**src/design/tmr_defines.svh**
```systemverilog
/*
  Register offsets, field positions, reset values and divider counts of the
  dual timer/counter block.
  Assumes byte addressing on a 32-bit register bus, one register per word.
*/
`ifndef TMR_DEFINES_SVH
`define TMR_DEFINES_SVH

// ----------------------------------------------------------------------
// Register map
// ----------------------------------------------------------------------
`define TMR_ADR_W 12
`define TMR_OFS_CTRL 12'h410
`define TMR_OFS_MODE 12'h414
`define TMR_OFS_OSTAT 12'h418
`define TMR_OFS_CNT0 12'h420
`define TMR_OFS_CNT1 12'h424
`define TMR_OFS_RLD0 12'h428
`define TMR_OFS_RLD1 12'h42c
`define TMR_OFS_SCFG 12'h440

// ----------------------------------------------------------------------
// Control and flag register fields
// ----------------------------------------------------------------------
`define TMR_CTRL_TF1 7
`define TMR_CTRL_TR1 6
`define TMR_CTRL_TF0 5
`define TMR_CTRL_TR0 4
`define TMR_CTRL_IE1 3
`define TMR_CTRL_IT1 2
`define TMR_CTRL_IE0 1
`define TMR_CTRL_IT0 0

// ----------------------------------------------------------------------
// Mode register fields
// ----------------------------------------------------------------------
`define TMR_MODE_TIMER_ZERO_GATE 7
`define TMR_MODE_SEL0 6
`define TMR_MODE_MD0_HI 5
`define TMR_MODE_MD0_LO 4
`define TMR_MODE_GATE1 3
`define TMR_MODE_SEL1 2
`define TMR_MODE_MD1_HI 1
`define TMR_MODE_MD1_LO 0

// ----------------------------------------------------------------------
// Output status and system configuration fields
// ----------------------------------------------------------------------
`define TMR_OSTAT_TOE0 0
`define TMR_OSTAT_TOE1 2
`define TMR_OSTAT_MASK 8'h05
`define TMR_SCFG_PS_HI 3
`define TMR_SCFG_PS_LO 2
`define TMR_SCFG_MASK 8'h0f

// ----------------------------------------------------------------------
// Reset values and limits
// ----------------------------------------------------------------------
`define TMR_RST_BYTE 8'h00
`define TMR_RST_WORD 16'h0000
`define TMR_CNT16_MAX 16'hffff
`define TMR_CNT8_MAX 8'hff
`define TMR_DIV4_M1 6'h03
`define TMR_DIV16_M1 6'h0f
`define TMR_DIV64_M1 6'h3f

`endif

```
**src/design/tmr_pkg.sv**
```systemverilog
/*
  Types of the dual timer/counter block: operating modes and the state
  records of each module.
  Assumes tmr_defines.svh for all numeric constants.
*/
package tmr_pkg;

  typedef enum logic [1:0] {
    TMR_RELOAD16,
    TMR_FREE16,
    TMR_RELOAD8,
    TMR_SPLIT
  } tmr_mode_t;

  typedef struct packed {
    logic [5:0] cnt;
    logic tick;
  } tmr_presc_st_t;

  typedef struct packed {
    logic phase;
    logic [1:0] samp;
    logic [1:0] fall;
  } tmr_edge_st_t;

  typedef struct packed {
    logic [7:0] ctrl;
    logic [7:0] mode;
    logic [7:0] ostat;
    logic [7:0] scfg;
    logic [15:0] cnt0;
    logic [15:0] cnt1;
    logic [15:0] rld0;
    logic [15:0] rld1;
    logic [1:0] pin_prev;
    logic [1:0] ext_req;
    logic baud_tick;
    logic ack;
    logic [31:0] dat;
  } tmr_core_st_t;

endpackage : tmr_pkg

```
**src/design/tmr_tick_if.sv**
```systemverilog
/*
  Carrier of the time-base tick and the count pin falling-edge pulses
  from the prescaler and the pin sampler to the timer core.
  Assumes all three modules share clk_sys.
*/
`timescale 1ns/1ps
interface tmr_tick_if;
  logic tick;
  logic [1:0] pin_fall;
  modport presc (output tick);
  modport sampler (output pin_fall);
  modport core (input tick, input pin_fall);
endinterface : tmr_tick_if

```
**src/design/tmr_presc.sv**
```systemverilog
/*
  Shared prescaler: one-cycle tick every 4, 16 or 64 clocks.
  Assumes clk_sys is the oscillator and prescale_sel comes from a register.
*/
`timescale 1ns/1ps
`include "tmr_defines.svh"
module tmr_presc
  import tmr_pkg::*;
(
  // Clock and reset
  input wire logic clk_sys,
  input wire logic rst,
  // Control
  input wire logic [1:0] prescale_sel,
  // Tick out
  tmr_tick_if.presc tk
);
  tmr_presc_st_t st;
  tmr_presc_st_t next_st;
  logic [5:0] div_m1;
  logic div_ok;

  always_comb begin
    next_st = st;
    div_ok = 1'b1;
    unique case (prescale_sel)
      2'b00: div_m1 = `TMR_DIV4_M1;
      2'b01: div_m1 = `TMR_DIV16_M1;
      2'b10: div_m1 = `TMR_DIV64_M1;
      2'b11: begin
        div_m1 = `TMR_DIV64_M1;
        div_ok = 1'b0;
      end
    endcase
    next_st.tick = div_ok && (st.cnt >= div_m1);
    if (!div_ok || st.cnt >= div_m1) begin
      next_st.cnt = '0;
    end else begin
      next_st.cnt = st.cnt + 6'h01;
    end
  end

  always_ff @(posedge clk_sys or posedge rst) begin
    if (rst) begin
      st <= '0;
    end else begin
      st <= next_st;
    end
  end

  assign tk.tick = st.tick;
endmodule : tmr_presc

```
**src/design/tmr_pin_sampler.sv**
```systemverilog
/*
  Count pin sampler: samples both count pins every second clock and
  pulses on a high-to-low change between samples.
  Assumes the pins are synchronous to clk_sys.
*/
`timescale 1ns/1ps
`include "tmr_defines.svh"
module tmr_pin_sampler
  import tmr_pkg::*;
(
  // Clock and reset
  input wire logic clk_sys,
  input wire logic rst,
  // Count pins
  input wire logic [1:0] count_pin,
  // Edge pulses out
  tmr_tick_if.sampler tk
);
  tmr_edge_st_t st;
  tmr_edge_st_t next_st;

  always_comb begin
    next_st = st;
    next_st.phase = !st.phase;
    next_st.fall = '0;
    if (st.phase) begin
      next_st.samp = count_pin;
      next_st.fall = st.samp & ~count_pin;
    end
  end

  always_ff @(posedge clk_sys or posedge rst) begin
    if (rst) begin
      st <= '0;
    end else begin
      st <= next_st;
    end
  end

  assign tk.pin_fall = st.fall;
endmodule : tmr_pin_sampler

```
**src/design/tmr_dual_timer.sv**
```systemverilog
/*
  Dual 16-bit timer/counter core with its registers on classic Wishbone.
  Assumes pins and vector acknowledges are synchronous to clk_sys, and that
  clk_sys is the oscillator clock.
*/
`timescale 1ns/1ps
`include "tmr_defines.svh"
module tmr_dual_timer
  import tmr_pkg::*;
(
  // Clock and reset
  input wire logic clk_sys,
  input wire logic rst,
  // Wishbone slave
  input wire logic wb_cyc_i,
  input wire logic wb_stb_i,
  input wire logic wb_we_i,
  input wire logic [`TMR_ADR_W-1:0] wb_adr_i,
  input wire logic [3:0] wb_sel_i,
  input wire logic [31:0] wb_dat_i,
  output logic [31:0] wb_dat_o,
  output logic wb_ack_o,
  // Pins
  input wire logic t0_count_pin,
  input wire logic t1_count_pin,
  input wire logic ext_irq_zero_pin,
  input wire logic ext_irq_one_pin,
  // Interrupt vector acknowledges
  input wire logic irq_vec_t0,
  input wire logic irq_vec_t1,
  input wire logic irq_vec_ext0,
  input wire logic irq_vec_ext1,
  // Status out
  output logic timer_zero_overflow_flag,
  output logic timer_one_overflow_flag,
  output logic ext_irq_zero_req,
  output logic ext_irq_one_req,
  output logic t1_baud_tick,
  output logic tbase_tick
);
  // ----------------------------------------------------------------------
  // Helpers
  // ----------------------------------------------------------------------
  function automatic logic adr_hit(input logic [`TMR_ADR_W-1:0] adr,
                                   input logic [`TMR_ADR_W-1:0] ofs);
    adr_hit = (adr[`TMR_ADR_W-1:2] == ofs[`TMR_ADR_W-1:2]);
  endfunction : adr_hit

  // One count step: {overflow, new count}
  function automatic logic [16:0] tmr_step(input tmr_mode_t md,
                                           input logic [15:0] cnt,
                                           input logic [15:0] rld);
    unique case (md)
      TMR_RELOAD16: tmr_step = (cnt == `TMR_CNT16_MAX) ? {1'b1, rld}
                                                       : {1'b0, cnt + 16'h0001};
      TMR_FREE16: tmr_step = {cnt == `TMR_CNT16_MAX, cnt + 16'h0001};
      TMR_RELOAD8: tmr_step = (cnt[7:0] == `TMR_CNT8_MAX)
                              ? {1'b1, cnt[15:8], rld[7:0]}
                              : {1'b0, cnt[15:8], cnt[7:0] + 8'h01};
      TMR_SPLIT: tmr_step = {cnt[7:0] == `TMR_CNT8_MAX, cnt[15:8],
                             cnt[7:0] + 8'h01};
    endcase
  endfunction : tmr_step

  // ----------------------------------------------------------------------
  // Time base and pin sampling
  // ----------------------------------------------------------------------
  tmr_tick_if tk ();
  tmr_core_st_t st;
  tmr_core_st_t next_st;

  tmr_presc u_presc (
    .clk_sys(clk_sys),
    .rst(rst),
    .prescale_sel(st.scfg[`TMR_SCFG_PS_HI:`TMR_SCFG_PS_LO]),
    .tk(tk.presc)
  );

  tmr_pin_sampler u_sampler (
    .clk_sys(clk_sys),
    .rst(rst),
    .count_pin({t1_count_pin, t0_count_pin}),
    .tk(tk.sampler)
  );

  // ----------------------------------------------------------------------
  // Core logic
  // ----------------------------------------------------------------------
  tmr_mode_t md0;
  tmr_mode_t md1;
  logic split;
  logic inc0;
  logic inc1;
  logic hi_inc;
  logic ovf0;
  logic ovf1;
  logic ovf_hi;
  logic wr_now;
  logic [16:0] s0;
  logic [16:0] s1;
  logic [7:0] ctl;

  always_comb begin
    next_st = st;
    md0 = tmr_mode_t'(st.mode[`TMR_MODE_MD0_HI:`TMR_MODE_MD0_LO]);
    md1 = tmr_mode_t'(st.mode[`TMR_MODE_MD1_HI:`TMR_MODE_MD1_LO]);
    split = (md0 == TMR_SPLIT);
    wr_now = wb_cyc_i && wb_stb_i && wb_we_i && st.ack;
    // Run, gate and source select
    inc0 = st.ctrl[`TMR_CTRL_TR0]
           && (!st.mode[`TMR_MODE_TIMER_ZERO_GATE] || ext_irq_zero_pin)
           && (st.mode[`TMR_MODE_SEL0] ? tk.pin_fall[0] : tk.tick);
    // Split timer 0 owns the timer 1 run bit, so timer 1 runs without TR1, on its mode, gate and source select
    inc1 = (st.ctrl[`TMR_CTRL_TR1] || split) && (md1 != TMR_SPLIT)
           && (!st.mode[`TMR_MODE_GATE1] || ext_irq_one_pin)
           && (st.mode[`TMR_MODE_SEL1] ? tk.pin_fall[1] : tk.tick);
    hi_inc = split && st.ctrl[`TMR_CTRL_TR1] && tk.tick;
    s0 = tmr_step(md0, st.cnt0, st.rld0);
    s1 = tmr_step(md1, st.cnt1, st.rld1);
    ovf0 = inc0 && s0[16];
    ovf1 = inc1 && s1[16];
    ovf_hi = hi_inc && (st.cnt0[15:8] == `TMR_CNT8_MAX);
    if (inc0) begin
      next_st.cnt0 = s0[15:0];
    end
    if (hi_inc) begin
      next_st.cnt0[15:8] = st.cnt0[15:8] + 8'h01;
    end
    if (inc1) begin
      next_st.cnt1 = s1[15:0];
    end
    next_st.baud_tick = ovf1;
    // Flags: vector clears, then software write, then hardware set wins
    ctl = st.ctrl;
    ctl[`TMR_CTRL_TF0] = ctl[`TMR_CTRL_TF0] && !irq_vec_t0;
    ctl[`TMR_CTRL_TF1] = ctl[`TMR_CTRL_TF1] && !irq_vec_t1;
    ctl[`TMR_CTRL_IE0] = ctl[`TMR_CTRL_IE0] && !irq_vec_ext0;
    ctl[`TMR_CTRL_IE1] = ctl[`TMR_CTRL_IE1] && !irq_vec_ext1;
    if (wr_now && wb_sel_i[0] && adr_hit(wb_adr_i, `TMR_OFS_CTRL)) begin
      ctl = wb_dat_i[7:0];
    end
    if (ovf0 && !st.ostat[`TMR_OSTAT_TOE0]) begin
      ctl[`TMR_CTRL_TF0] = 1'b1;
    end
    if ((split ? ovf_hi : ovf1) && !st.ostat[`TMR_OSTAT_TOE1]) begin
      ctl[`TMR_CTRL_TF1] = 1'b1;
    end
    if (st.ctrl[`TMR_CTRL_IT0] && st.pin_prev[0] && !ext_irq_zero_pin) begin
      ctl[`TMR_CTRL_IE0] = 1'b1;
    end
    if (st.ctrl[`TMR_CTRL_IT1] && st.pin_prev[1] && !ext_irq_one_pin) begin
      ctl[`TMR_CTRL_IE1] = 1'b1;
    end
    next_st.ctrl = ctl;
    next_st.pin_prev = {ext_irq_one_pin, ext_irq_zero_pin};
    next_st.ext_req[0] = ctl[`TMR_CTRL_IT0] ? ctl[`TMR_CTRL_IE0] : !ext_irq_zero_pin;
    next_st.ext_req[1] = ctl[`TMR_CTRL_IT1] ? ctl[`TMR_CTRL_IE1] : !ext_irq_one_pin;
    // Register writes override counting
    if (wr_now && wb_sel_i[0]) begin
      if (adr_hit(wb_adr_i, `TMR_OFS_MODE)) next_st.mode = wb_dat_i[7:0];
      if (adr_hit(wb_adr_i, `TMR_OFS_OSTAT)) next_st.ostat = wb_dat_i[7:0] & `TMR_OSTAT_MASK;
      if (adr_hit(wb_adr_i, `TMR_OFS_SCFG)) next_st.scfg = wb_dat_i[7:0] & `TMR_SCFG_MASK;
      if (adr_hit(wb_adr_i, `TMR_OFS_CNT0)) next_st.cnt0[7:0] = wb_dat_i[7:0];
      if (adr_hit(wb_adr_i, `TMR_OFS_CNT1)) next_st.cnt1[7:0] = wb_dat_i[7:0];
      if (adr_hit(wb_adr_i, `TMR_OFS_RLD0)) next_st.rld0[7:0] = wb_dat_i[7:0];
      if (adr_hit(wb_adr_i, `TMR_OFS_RLD1)) next_st.rld1[7:0] = wb_dat_i[7:0];
    end
    if (wr_now && wb_sel_i[1]) begin
      if (adr_hit(wb_adr_i, `TMR_OFS_CNT0)) next_st.cnt0[15:8] = wb_dat_i[15:8];
      if (adr_hit(wb_adr_i, `TMR_OFS_CNT1)) next_st.cnt1[15:8] = wb_dat_i[15:8];
      if (adr_hit(wb_adr_i, `TMR_OFS_RLD0)) next_st.rld0[15:8] = wb_dat_i[15:8];
      if (adr_hit(wb_adr_i, `TMR_OFS_RLD1)) next_st.rld1[15:8] = wb_dat_i[15:8];
    end
    // Bus answer: ack one cycle after request, read data with it
    next_st.ack = wb_cyc_i && wb_stb_i && !st.ack;
    next_st.dat = '0;
    if (wb_cyc_i && wb_stb_i && !st.ack && !wb_we_i) begin
      if (adr_hit(wb_adr_i, `TMR_OFS_CTRL)) next_st.dat[7:0] = st.ctrl;
      if (adr_hit(wb_adr_i, `TMR_OFS_MODE)) next_st.dat[7:0] = st.mode;
      if (adr_hit(wb_adr_i, `TMR_OFS_OSTAT)) next_st.dat[7:0] = st.ostat;
      if (adr_hit(wb_adr_i, `TMR_OFS_SCFG)) next_st.dat[7:0] = st.scfg;
      if (adr_hit(wb_adr_i, `TMR_OFS_CNT0)) next_st.dat[15:0] = st.cnt0;
      if (adr_hit(wb_adr_i, `TMR_OFS_CNT1)) next_st.dat[15:0] = st.cnt1;
      if (adr_hit(wb_adr_i, `TMR_OFS_RLD0)) next_st.dat[15:0] = st.rld0;
      if (adr_hit(wb_adr_i, `TMR_OFS_RLD1)) next_st.dat[15:0] = st.rld1;
    end
  end

  always_ff @(posedge clk_sys or posedge rst) begin
    if (rst) begin
      st <= '0;
    end else begin
      st <= next_st;
    end
  end

  // ----------------------------------------------------------------------
  // Outputs
  // ----------------------------------------------------------------------
  assign wb_dat_o = st.dat;
  assign wb_ack_o = st.ack;
  assign timer_zero_overflow_flag = st.ctrl[`TMR_CTRL_TF0];
  assign timer_one_overflow_flag = st.ctrl[`TMR_CTRL_TF1];
  assign ext_irq_zero_req = st.ext_req[0];
  assign ext_irq_one_req = st.ext_req[1];
  assign t1_baud_tick = st.baud_tick;
  assign tbase_tick = tk.tick;
endmodule : tmr_dual_timer

```
**config.mk**
```make
export PLATFORM = sky130hd
export DESIGN_NAME = tmr_dual_timer
export DESIGN_NICKNAME = d
export VERILOG_FILES = /design/src/design/tmr_pkg.sv /design/src/design/tmr_tick_if.sv /design/src/design/tmr_presc.sv /design/src/design/tmr_pin_sampler.sv /design/src/design/tmr_dual_timer.sv
export VERILOG_INCLUDE_DIRS = /design/src /design/src/design
export SDC_FILE = /design/constraint.sdc
export NUM_CORES = 1
export LEC_CHECK = 0
export ABC_AREA = 1
export BUFFER_PORTS_ARGS = -buffer_cell sky130_fd_sc_hd__buf_2
export CAP_MARGIN = 20
export CELL_PAD_IN_SITES_DETAIL_PLACEMENT = 0
export CELL_PAD_IN_SITES_GLOBAL_PLACEMENT = 2
export CORE_ASPECT_RATIO = 1.4
export CORE_MARGIN = 2
export CORE_UTILIZATION = 36
export CTS_CLUSTER_DIAMETER = 200
export DETAILED_ROUTE_END_ITERATION = 16
export PLACE_DENSITY = 0.93
export SLEW_MARGIN = 20
export SYNTH_ARGS = -nofsm -noshare
export SYNTH_HDL_FRONTEND = slang
export SYNTH_SLANG_ARGS = --single-unit
```
**constraint.sdc**
```tcl
create_clock -name clk_sys -period 10.1 [get_ports clk_sys]
set_input_delay 0.505 -clock clk_sys [delete_from_list [all_inputs] [get_ports clk_sys]]
set_output_delay 0.505 -clock clk_sys [all_outputs]
set_load 0.1 [all_outputs]
```
==> metrics.md, run 1 <==
| Metric | Value |
|---|---|
| Status | finished, final reports clean |
| TritonCTS clock tree | built |
| Unrepaired setup endpoints after global routing | no |
| Sum of negative setup slack | 0 ps |
| H-tree levels | 4 |
| Flop pwr share | 0.411 |
| Syn_area_per_cell | roughly 7.2 sq um |
| Register area | 3003 sq um |
| DR pass1 iterations | 5 |
| Clock skew after layout | 7.679 ps |
| Crit path capture type | flop |
| Sequential share of the synthesized area | 0.3978 |
| Initial core utilization | 0.3672 |
| Starting DRT DRC Count | approximately 560 |
| Fillers | about 2200 |
| Nets | roughly 1200 |
| Net Sw Frac | 0.2788 |
| Worst-case clock buffer depth | 2 |
| CP cell instances | nand2_1 -> inv_1 -> nor2_1 -> nand3b_1 -> inv_1 -> o21ai_0 -> a21oi_1 -> nor2_1 |
| CP Data Arrival Time | just over 3000 ps |
| Crit path kind | flop to flop |
| Die Area | around 22000 sq um |
| GRT overflow | 0 |
| Hpwl dp | 18290 um |
| Final min period | ~2700 ps |
| Critical path required time | 10410 ps |
| Psw | 0.3397 mW |
| Residual DRC | 0 |
| CP Launch Type | flop |
| Internal power | around 0.9 mW |
| Clk pwr share | 0.482 |
| Fmax achieved | 367.0 MHz |
| Peak supply drop | ~0.14 mV |
| Initial antenna violation count | 0 |
| CP Buf/Inv Count | 2 |
| Layout cells sized above 1 | 0.1301 |
| Crit share post-route | 0.2698 |
| Total GRT Usage | 0.2230 |
| Antenna cells | 0 |
| Slew Limit Fails | 0 |
| Routed WL | around 24000 um |
| Worst-Margin Slew | 867.0 ps |
| Post-synth EDFFs | 0 |
| Die X | about 130 um |
| Critical path's slowest cell | dfrtp_1 |
| Comb pwr share | 0.107 |
| CTS Root Cell | clkbuf_16 |
| Post-Layout Cell Count | between 1000 and 1500 |
| Vias in the first global route | ~6800 |
| PD cells | 143.9 nW/um^2 |
| First-pass GRT wire length | around 38000 um |
| Num rows | 62 |
| Post-Syn Area | between 7000 and 8000 sq um |
| GPL Wtd Cong | 0.9034 |
| Largest stage delay, worst path | between 700 and 800 ps |
| Cts repair resizes | 0 |
| Leak | around 4.3 nW |
| Post-route ant nets | 0 |
| Max Cap Violations | 0 |
| Hold WC Path Type | primary input to async pin |
| CTS Buf Count | 17 |
| Mapped Cells | between 1000 and 1500 |
| Yosys reg bits | 120 |
| Slew headroom | 0.4214 |
| Port Buf Inserts | between 60 and 70 |
| Placed cells | around 1300 |
| Chip height | 175.3 um |
| Via density | approximately 5.2 |
| Drt wl/cell | between 15 and 20 um |
| Post-synthesis cell type count | 41 |
| Clk slew on worst S/H paths | 60 ps |
| Setup repair bufs after CTS | 0 |
| CP top delay family | buffers and inverters |
| Finished Core Util | 0.4120 |
| Final Hold Vio Count | 0 |
| Hold-fix buffers, CTS | 0 |
| Multi-input gate area | approximately 3700 sq um |
| Clock sink count | 120 |
| Async S/R FF share, synth | 1.000 |
| Setup Viol. Count Final | 0 |
| Area grow syn2layout | 12.20% |
| Largest net degree at the start of global routing | 76 |
| CP Max Fanout | 22 |
| IO Count | 100 |
| Clock latency on the worst-skew pair | 420 ps |
| Core Box Area | between 20000 and 25000 sq um |
| Main flop type after synthesis | dfrtp_1 |
| Yosys synthesis warning count | 0 |
| Via count | about 7000 |
registers in the layout, summed over array words and instances (netlist names):
register	cells
u_presc.tk.tick	1
st	82
timer_one_overflow_flag	1
t1_baud_tick	1
ext_irq_one_req	1
u_sampler.st	3
wb_dat_o	16
timer_zero_overflow_flag	1
wb_ack_o	1
ext_irq_zero_req	1
u_presc.st	6
md0	2
u_sampler.tk.pin_fall	2
md1	2
synthesized netlist by cell type (2+ instances only):
master	n	area share
a211oi_1	2	0.0020
a21oi_1	61	0.040
a22oi_1	2	0.0020
a31oi_1	3	0.0025
buf_2	16	0.011
buf_4	32	0.032
clkbuf_1	10	0.0050
dfrtp_1	120	0.40
ha_1	8	0.013
inv_1	125	0.062
inv_2	7	0.0035
nand2_1	281	0.14
nand2_2	9	0.0075
nand3_1	60	0.040
nand3_2	7	0.0093
nand3b_1	6	0.0060
nand4_1	18	0.015
nor2_1	79	0.039
nor2_2	6	0.0050
nor2_4	7	0.010
nor3_1	14	0.0093
nor3_2	3	0.0040
nor3_4	2	0.0043
nor3b_1	3	0.0030
o211ai_1	9	0.0090
o21ai_0	102	0.068
o21ai_1	20	0.013
o221ai_1	6	0.0070
o221ai_2	2	0.0040
o22ai_1	7	0.0058
or2_2	2	0.0017
xnor2_1	3	0.0035
xor2_1	13	0.015
kinds of logic (layout without fill, tap and decap cells):
kind of cell	count (synthesis)	in the layout	share of synthesized area
and+or+nand+nor	499	499	0.2979
AOI/OAI and AO/OA	217	217	0.1570
buffers and inverters	192	231	0.1150
DFF	120	120	0.3978
xor gates and xnor gates	16	16	0.01857
adders and majority gates	8	8	0.01326
other	1	16	0.0004968
placed cells by master (no fill, tap or decap), types with 9 or more instances in the layout:
| master | count |
|---|---|
| nand2_2 | 9 |
| nor2_1 | 79 |
| a21oi_1 | 61 |
| nand2_1 | 281 |
| xor2_1 | 13 |
| clkbuf_16 | 17 |
| buf_2 | 63 |
| o21ai_0 | 102 |
| inv_1 | 124 |
| nand4_1 | 18 |
| nand3_1 | 60 |
| o21ai_1 | 20 |
| o211ai_1 | 9 |
| conb_1 | 16 |
| dfrtp_1 | 120 |
| nor3_1 | 14 |
power by group through the flow:
stage | registers [mW] | logic (mW) | clock network (mW)
3_5_place_dp | 0.509 | 0.132 | 0
5_1_grt | 0.502 | 0.146 | 0.616
3_3_place_gp | 0.509 | 0.131 | 0
6_report | 0.501 | 0.130 | 0.588
4_1_cts | 0.501 | 0.132 | 0.595
2_1_floorplan | 0.525 | 0.0845 | 0
worst reg2reg max path: cells and delay by family (launching register included):
kind | cells | cell delay [ps]
flip-flops | 1 | 710
AO/OA/AOI/OAI | 2 | 300
buffers and inverters | 2 | 820
AND/OR/NAND/NOR | 4 | 790
layer usage:
metal  global-route usage  up-vias  part of all wire
li1                     -     3482                 -
met1               0.2757     3295              0.42
met2               0.3839      202              0.50
met3              0.02650       56             0.035
met4               0.1085        0             0.044
met5                    0        -                 0
worst paths after layout:
path,startpoint,end,slack [ps],cells after the start
max,md0[1]$_DFFE_PP0P_,st[85]$_DFF_PP0_,7380,8
min,rst,u_presc.st[1]$_DFF_PP0_,140,2
max reg2reg,md0[1]$_DFFE_PP0P_,st[85]$_DFF_PP0_,7380,8
min reg2reg,u_presc.st[1]$_DFF_PP0_,u_presc.st[1]$_DFF_PP0_,460,1
max in group asynchronous,rst,st[57]$_DFFE_PP0P_,8850,3
min in group clk_sys,t0_count_pin,u_sampler.tk.pin_fall[0]$_DFF_PP0_,250,2
final cells by class:
type | count | share of cell area
Clock buffer | 22 | 0.05599
Multi-Input combinational cell | 756 | 0.4408
Clock inverter | 10 | 0.01123
Timing Repair Buffer | 66 | 0.04033
Sequential cell | 120 | 0.3546
Tap cell | 256 | 0.03782
Inverter | 133 | 0.05924
stage by stage:
step,area [sq um],hold slack (ps),power [mW],setup WS [ps]
2_1_floorplan,7605,432.9,0.6095,6409
6_report,8469,142.4,1.218,7375
4_1_cts,8466,161.2,1.228,7436
5_1_grt,8469,194.7,1.264,7058
3_3_place_gp,7896,453.7,0.6394,7438
3_5_place_dp,7896,456.4,0.6408,7434
Note: power is estimated with default switching activity, not from simulation.
==> inputs of run 2 (changes only) <==
--- a/config.mk
+++ b/config.mk
@@ -13,10 +13,10 @@
 export CELL_PAD_IN_SITES_GLOBAL_PLACEMENT = 2
 export CORE_ASPECT_RATIO = 1.4
 export CORE_MARGIN = 2
-export CORE_UTILIZATION = 36
+export CORE_UTILIZATION = 30
 export CTS_CLUSTER_DIAMETER = 200
 export DETAILED_ROUTE_END_ITERATION = 16
-export PLACE_DENSITY = 0.93
+export PLACE_DENSITY = 0.83
 export SLEW_MARGIN = 20
 export SYNTH_ARGS = -nofsm -noshare
 export SYNTH_HDL_FRONTEND = slang
==> constraint.sdc (replaced) <==
create_clock -name clk_sys -period 2.4 [get_ports clk_sys]
set_input_delay 0.12 -clock clk_sys [delete_from_list [all_inputs] [get_ports clk_sys]]
set_output_delay 0.12 -clock clk_sys [all_outputs]
set_load 0.1 [all_outputs]
==> run 2 against run 1 <==
Highest routed layer unchanged. Largest power group unchanged. Sequential share of layout area decreased by 1.9 points. Clock skew increased by 2.5 ps. Total power increased to 4.4 times the previous value.
==> metrics.md, run 2 (synthesis results as in run 1) <==
| Metric | Value |
|---|---|
| Status | finished, final reports clean |
| Antenna cells | 0 (unchanged) |
| Reg with most FFs | st |
| Post-route ant nets | 0 (unchanged) |
| Residual DRC | 0 (unchanged) |
| Max FFs per register | 82 (unchanged) |
| Leak | 4.434 nW (+4.3%) |
| Sum of negative setup slack | 0 ps (unchanged) |
| Setup ws final | 307.7 ps (-7068 ps) |
| Clock latency on the worst-skew pair | 440 ps (+20 ps) |
| Via density | 4.874 (-5.6%) |
| Net Sw Frac | 0.2770 (-0.001824) |
| Worst-case clock buffer depth | 2 (unchanged) |
| Comb pwr share | 0.109 (+0.002) |
| CP top delay family | simple AND/OR/NAND/NOR gates |
| Flop pwr share | 0.393 (-0.018) |
| Total GRT Usage | 0.1991 (-0.02394) |
| CP cell instances | ha_1 -> nand2_1 -> nor2_1 -> nand2_1 -> nor2_4 -> nand3_2 -> nand2_2 -> inv_1 -> o21ai_0 -> nand2_1 -> nand3_1 -> nand2_1 |
| Unrepaired setup endpoints after global routing | no |
| Port Buf Inserts | 63 (unchanged) |
| Via count | 7111 (+1.1%) |
| R2R Setup Slk | 310 ps (-7070 ps) |
| Max Cap Violations | 0 (unchanged) |
| GRT overflow | 0 (unchanged) |
| Drt wl/cell | 17.55 um (-0.12%) |
| Critical path required time | 2720 ps (-7690 ps) |
| Post-Layout Cell Count | 1459 (+7.0%) |
| Internal power | 3.873 mW (+340%) |
| Starting DRT DRC Count | 570 (+2.0%) |
| Die Area | 26460 sq um (+19%) |
| Nets | 1200 (+3.2%) |
| Most frequent cells in the layout | nand2_1 (281), inv_1 (124), dfrtp_1 (120) |
| IO Count | 100 (unchanged) |
| Crit path kind | flop to flop |
| GPL Wtd Cong | 0.8679 (-3.9%) |
| Fillers | 2705 (+24%) |
| Min-Delay Path Depth | 3 |
| Critical path's slowest cell | dfrtp_1 |
| Largest net degree at the start of global routing | 65 (-14%) |
| TritonCTS clock tree | built |
| Initial core utilization | 0.3059 (-0.06126) |
| Fmax achieved | 477.9 MHz (+30%) |
| Slew Limit Fails | 0 (unchanged) |
| CP Buf/Inv Count | 1 (-1) |
| DR pass1 iterations | 5 (unchanged) |
| Die X | 138.1 um (+9.2%) |
| Reg2Reg Depth | 12 (+4) |
| CTS Root Cell | clkbuf_16 |
| Vias in the first global route | 7098 (+4.4%) |
| Slew headroom | 0.5854 (+0.1641) |
| Hold WC Path Type | primary input to flop |
| First-pass GRT wire length | 40640 um (+6.5%) |
| Psw | 1.483 mW (+340%) |
| Core Box Area | 24670 sq um (+20%) |
| Initial antenna violation count | 0 (unchanged) |
| Clock skew after layout | 10.22 ps (+2.542 ps) |
| Placed cells | 1406 (+5.6%) |
| Num rows | 68 (+9.7%) |
| Final min period | 2092 ps (-632.4 ps) |
| Peak supply drop | 0.4747 mV (+230%) |
| Largest stage delay, worst path | 390 ps (-320 ps) |
| H-tree levels | 4 (unchanged) |
| Hpwl dp | 19610 um (+7.2%) |
| Clock sink count | 120 (unchanged) |
| Worst-Margin Slew | 621.1 ps (-245.9 ps) |
| PD cells | 599.4 nW/um^2 (+320%) |
| Layout cells sized above 1 | 0.1399 (+0.009779) |
| CTS Buf Count | 17 (unchanged) |
| CP Launch Type | flop |
| Setup repair bufs after CTS | 0 (unchanged) |
| CP Data Arrival Time | 2410 ps (-620 ps) |
| Final Hold Vio Count | 0 (unchanged) |
| Place WS | 321.6 ps (-7112 ps) |
| Most frequent CP cell | nand2_1 |
| Clk slew on worst S/H paths | 60 ps (about the same) |
| Crit share post-route | 0.8718 (+0.6020) |
| CP Max Fanout | 11 (-50%) |
| Cts repair resizes | 0 (unchanged) |
| Routed WL | 25610 um (+6.9%) |
| Chip height | 191.7 um (+9.3%) |
| Crit path capture type | flop |
| Area grow syn2layout | 18.38% |
| Setup Viol. Count Final | 0 (unchanged) |
| Commonest non-fill, non-tap cell in the layout | nand2_1 |
| Number of stages on the worst setup path | 12 (+4) |
| Clk pwr share | 0.498 (+0.016) |
==> run 2: cell types whose count changed in the layout (fill, tap and decap cells not counted), sizes merged <==
cell	delta
bufinv	+2
clkinv	-1
clkinvlp	+2
buf	+16
clkbuf	-2
inv	-1
dlygate4sd3	+21
==> run 2: cell type report <==
type	count	area [sq um]	share of cell area
Multi-Input combinational cell	756	3734	0.4178
Sequential cell	120	3003	0.3360
Timing Repair Buffer	103	705.7	0.07897
Inverter	133	503.0	0.05629
Clock buffer	20	446.7	0.04999
Tap cell	315	394.1	0.04411
Clock inverter	12	150.1	0.01680
==> run 2: final timing paths <==
check	to	from
worst max-delay path	st[91]$_DFF_PP0_	st[95]$_DFF_PP0_
worst min-delay path	st[100]$_DFF_PP0_	wb_dat_i[14]
worst max register to register	st[91]$_DFF_PP0_	st[95]$_DFF_PP0_
worst min register to register	u_presc.st[1]$_DFF_PP0_	u_presc.st[1]$_DFF_PP0_
max in group asynchronous	st[132]$_DFFE_PP0P_	rst
min in group asynchronous	st[95]$_DFF_PP0_	rst
==> run 2: power by group through the flow <==
stage	clock, mW	sequential [mW]	combinational, mW
after floorplan	0	2.21	0.356
final	2.67	2.11	0.583
after global routing	2.80	2.11	0.649
after CTS	2.72	2.11	0.592
after global placement	0	2.14	0.562
after detailed placement	0	2.14	0.564
==> run 2: routing by layer <==
metal,GRT usage,part of all wire,vias to the layer above
li1,-,-,3550
met3,0.02992,0.036,46
met5,0,0,-
met2,0.3583,0.51,203
met4,0.08399,0.037,0
met1,0.2368,0.42,3312
==> run 2: metrics by stage <==
stage / instance area [sq um] / util / power (mW) / hold WS [ps]
6_report: 8936 / 0.3622 / 5.356 / 10.51
5_1_grt: 8936 / 0.3622 / 5.557 / 17.91
4_1_cts: 8936 / 0.3622 / 5.418 / 1.900
3_5_place_dp: 8129 / 0.3295 / 2.707 / 200.2
3_3_place_gp: 8129 / 0.3295 / 2.704 / 201.7
2_1_floorplan: 7609 / - / 2.566 / 151.4
==> run 2: worst reg2reg max path, cell delays in order, from the launching register on <==
cell and delay, ps:
dfrtp_1 390, ha_1 200, nand2_1 130, nor2_1 280
nand2_1 140, nor2_4 120, nand3_2 100, nand2_2 210
inv_1 120, o21ai_0 90, nand2_1 70, nand3_1 80
nand2_1 50
==> run 2: what timing repair did <==
action | 4_1_cts | 5_1_grt
hold buffers | 21 | 0
endpoints found under the setup margin | 0 | 0
hold endpoints to repair | 48 | 0
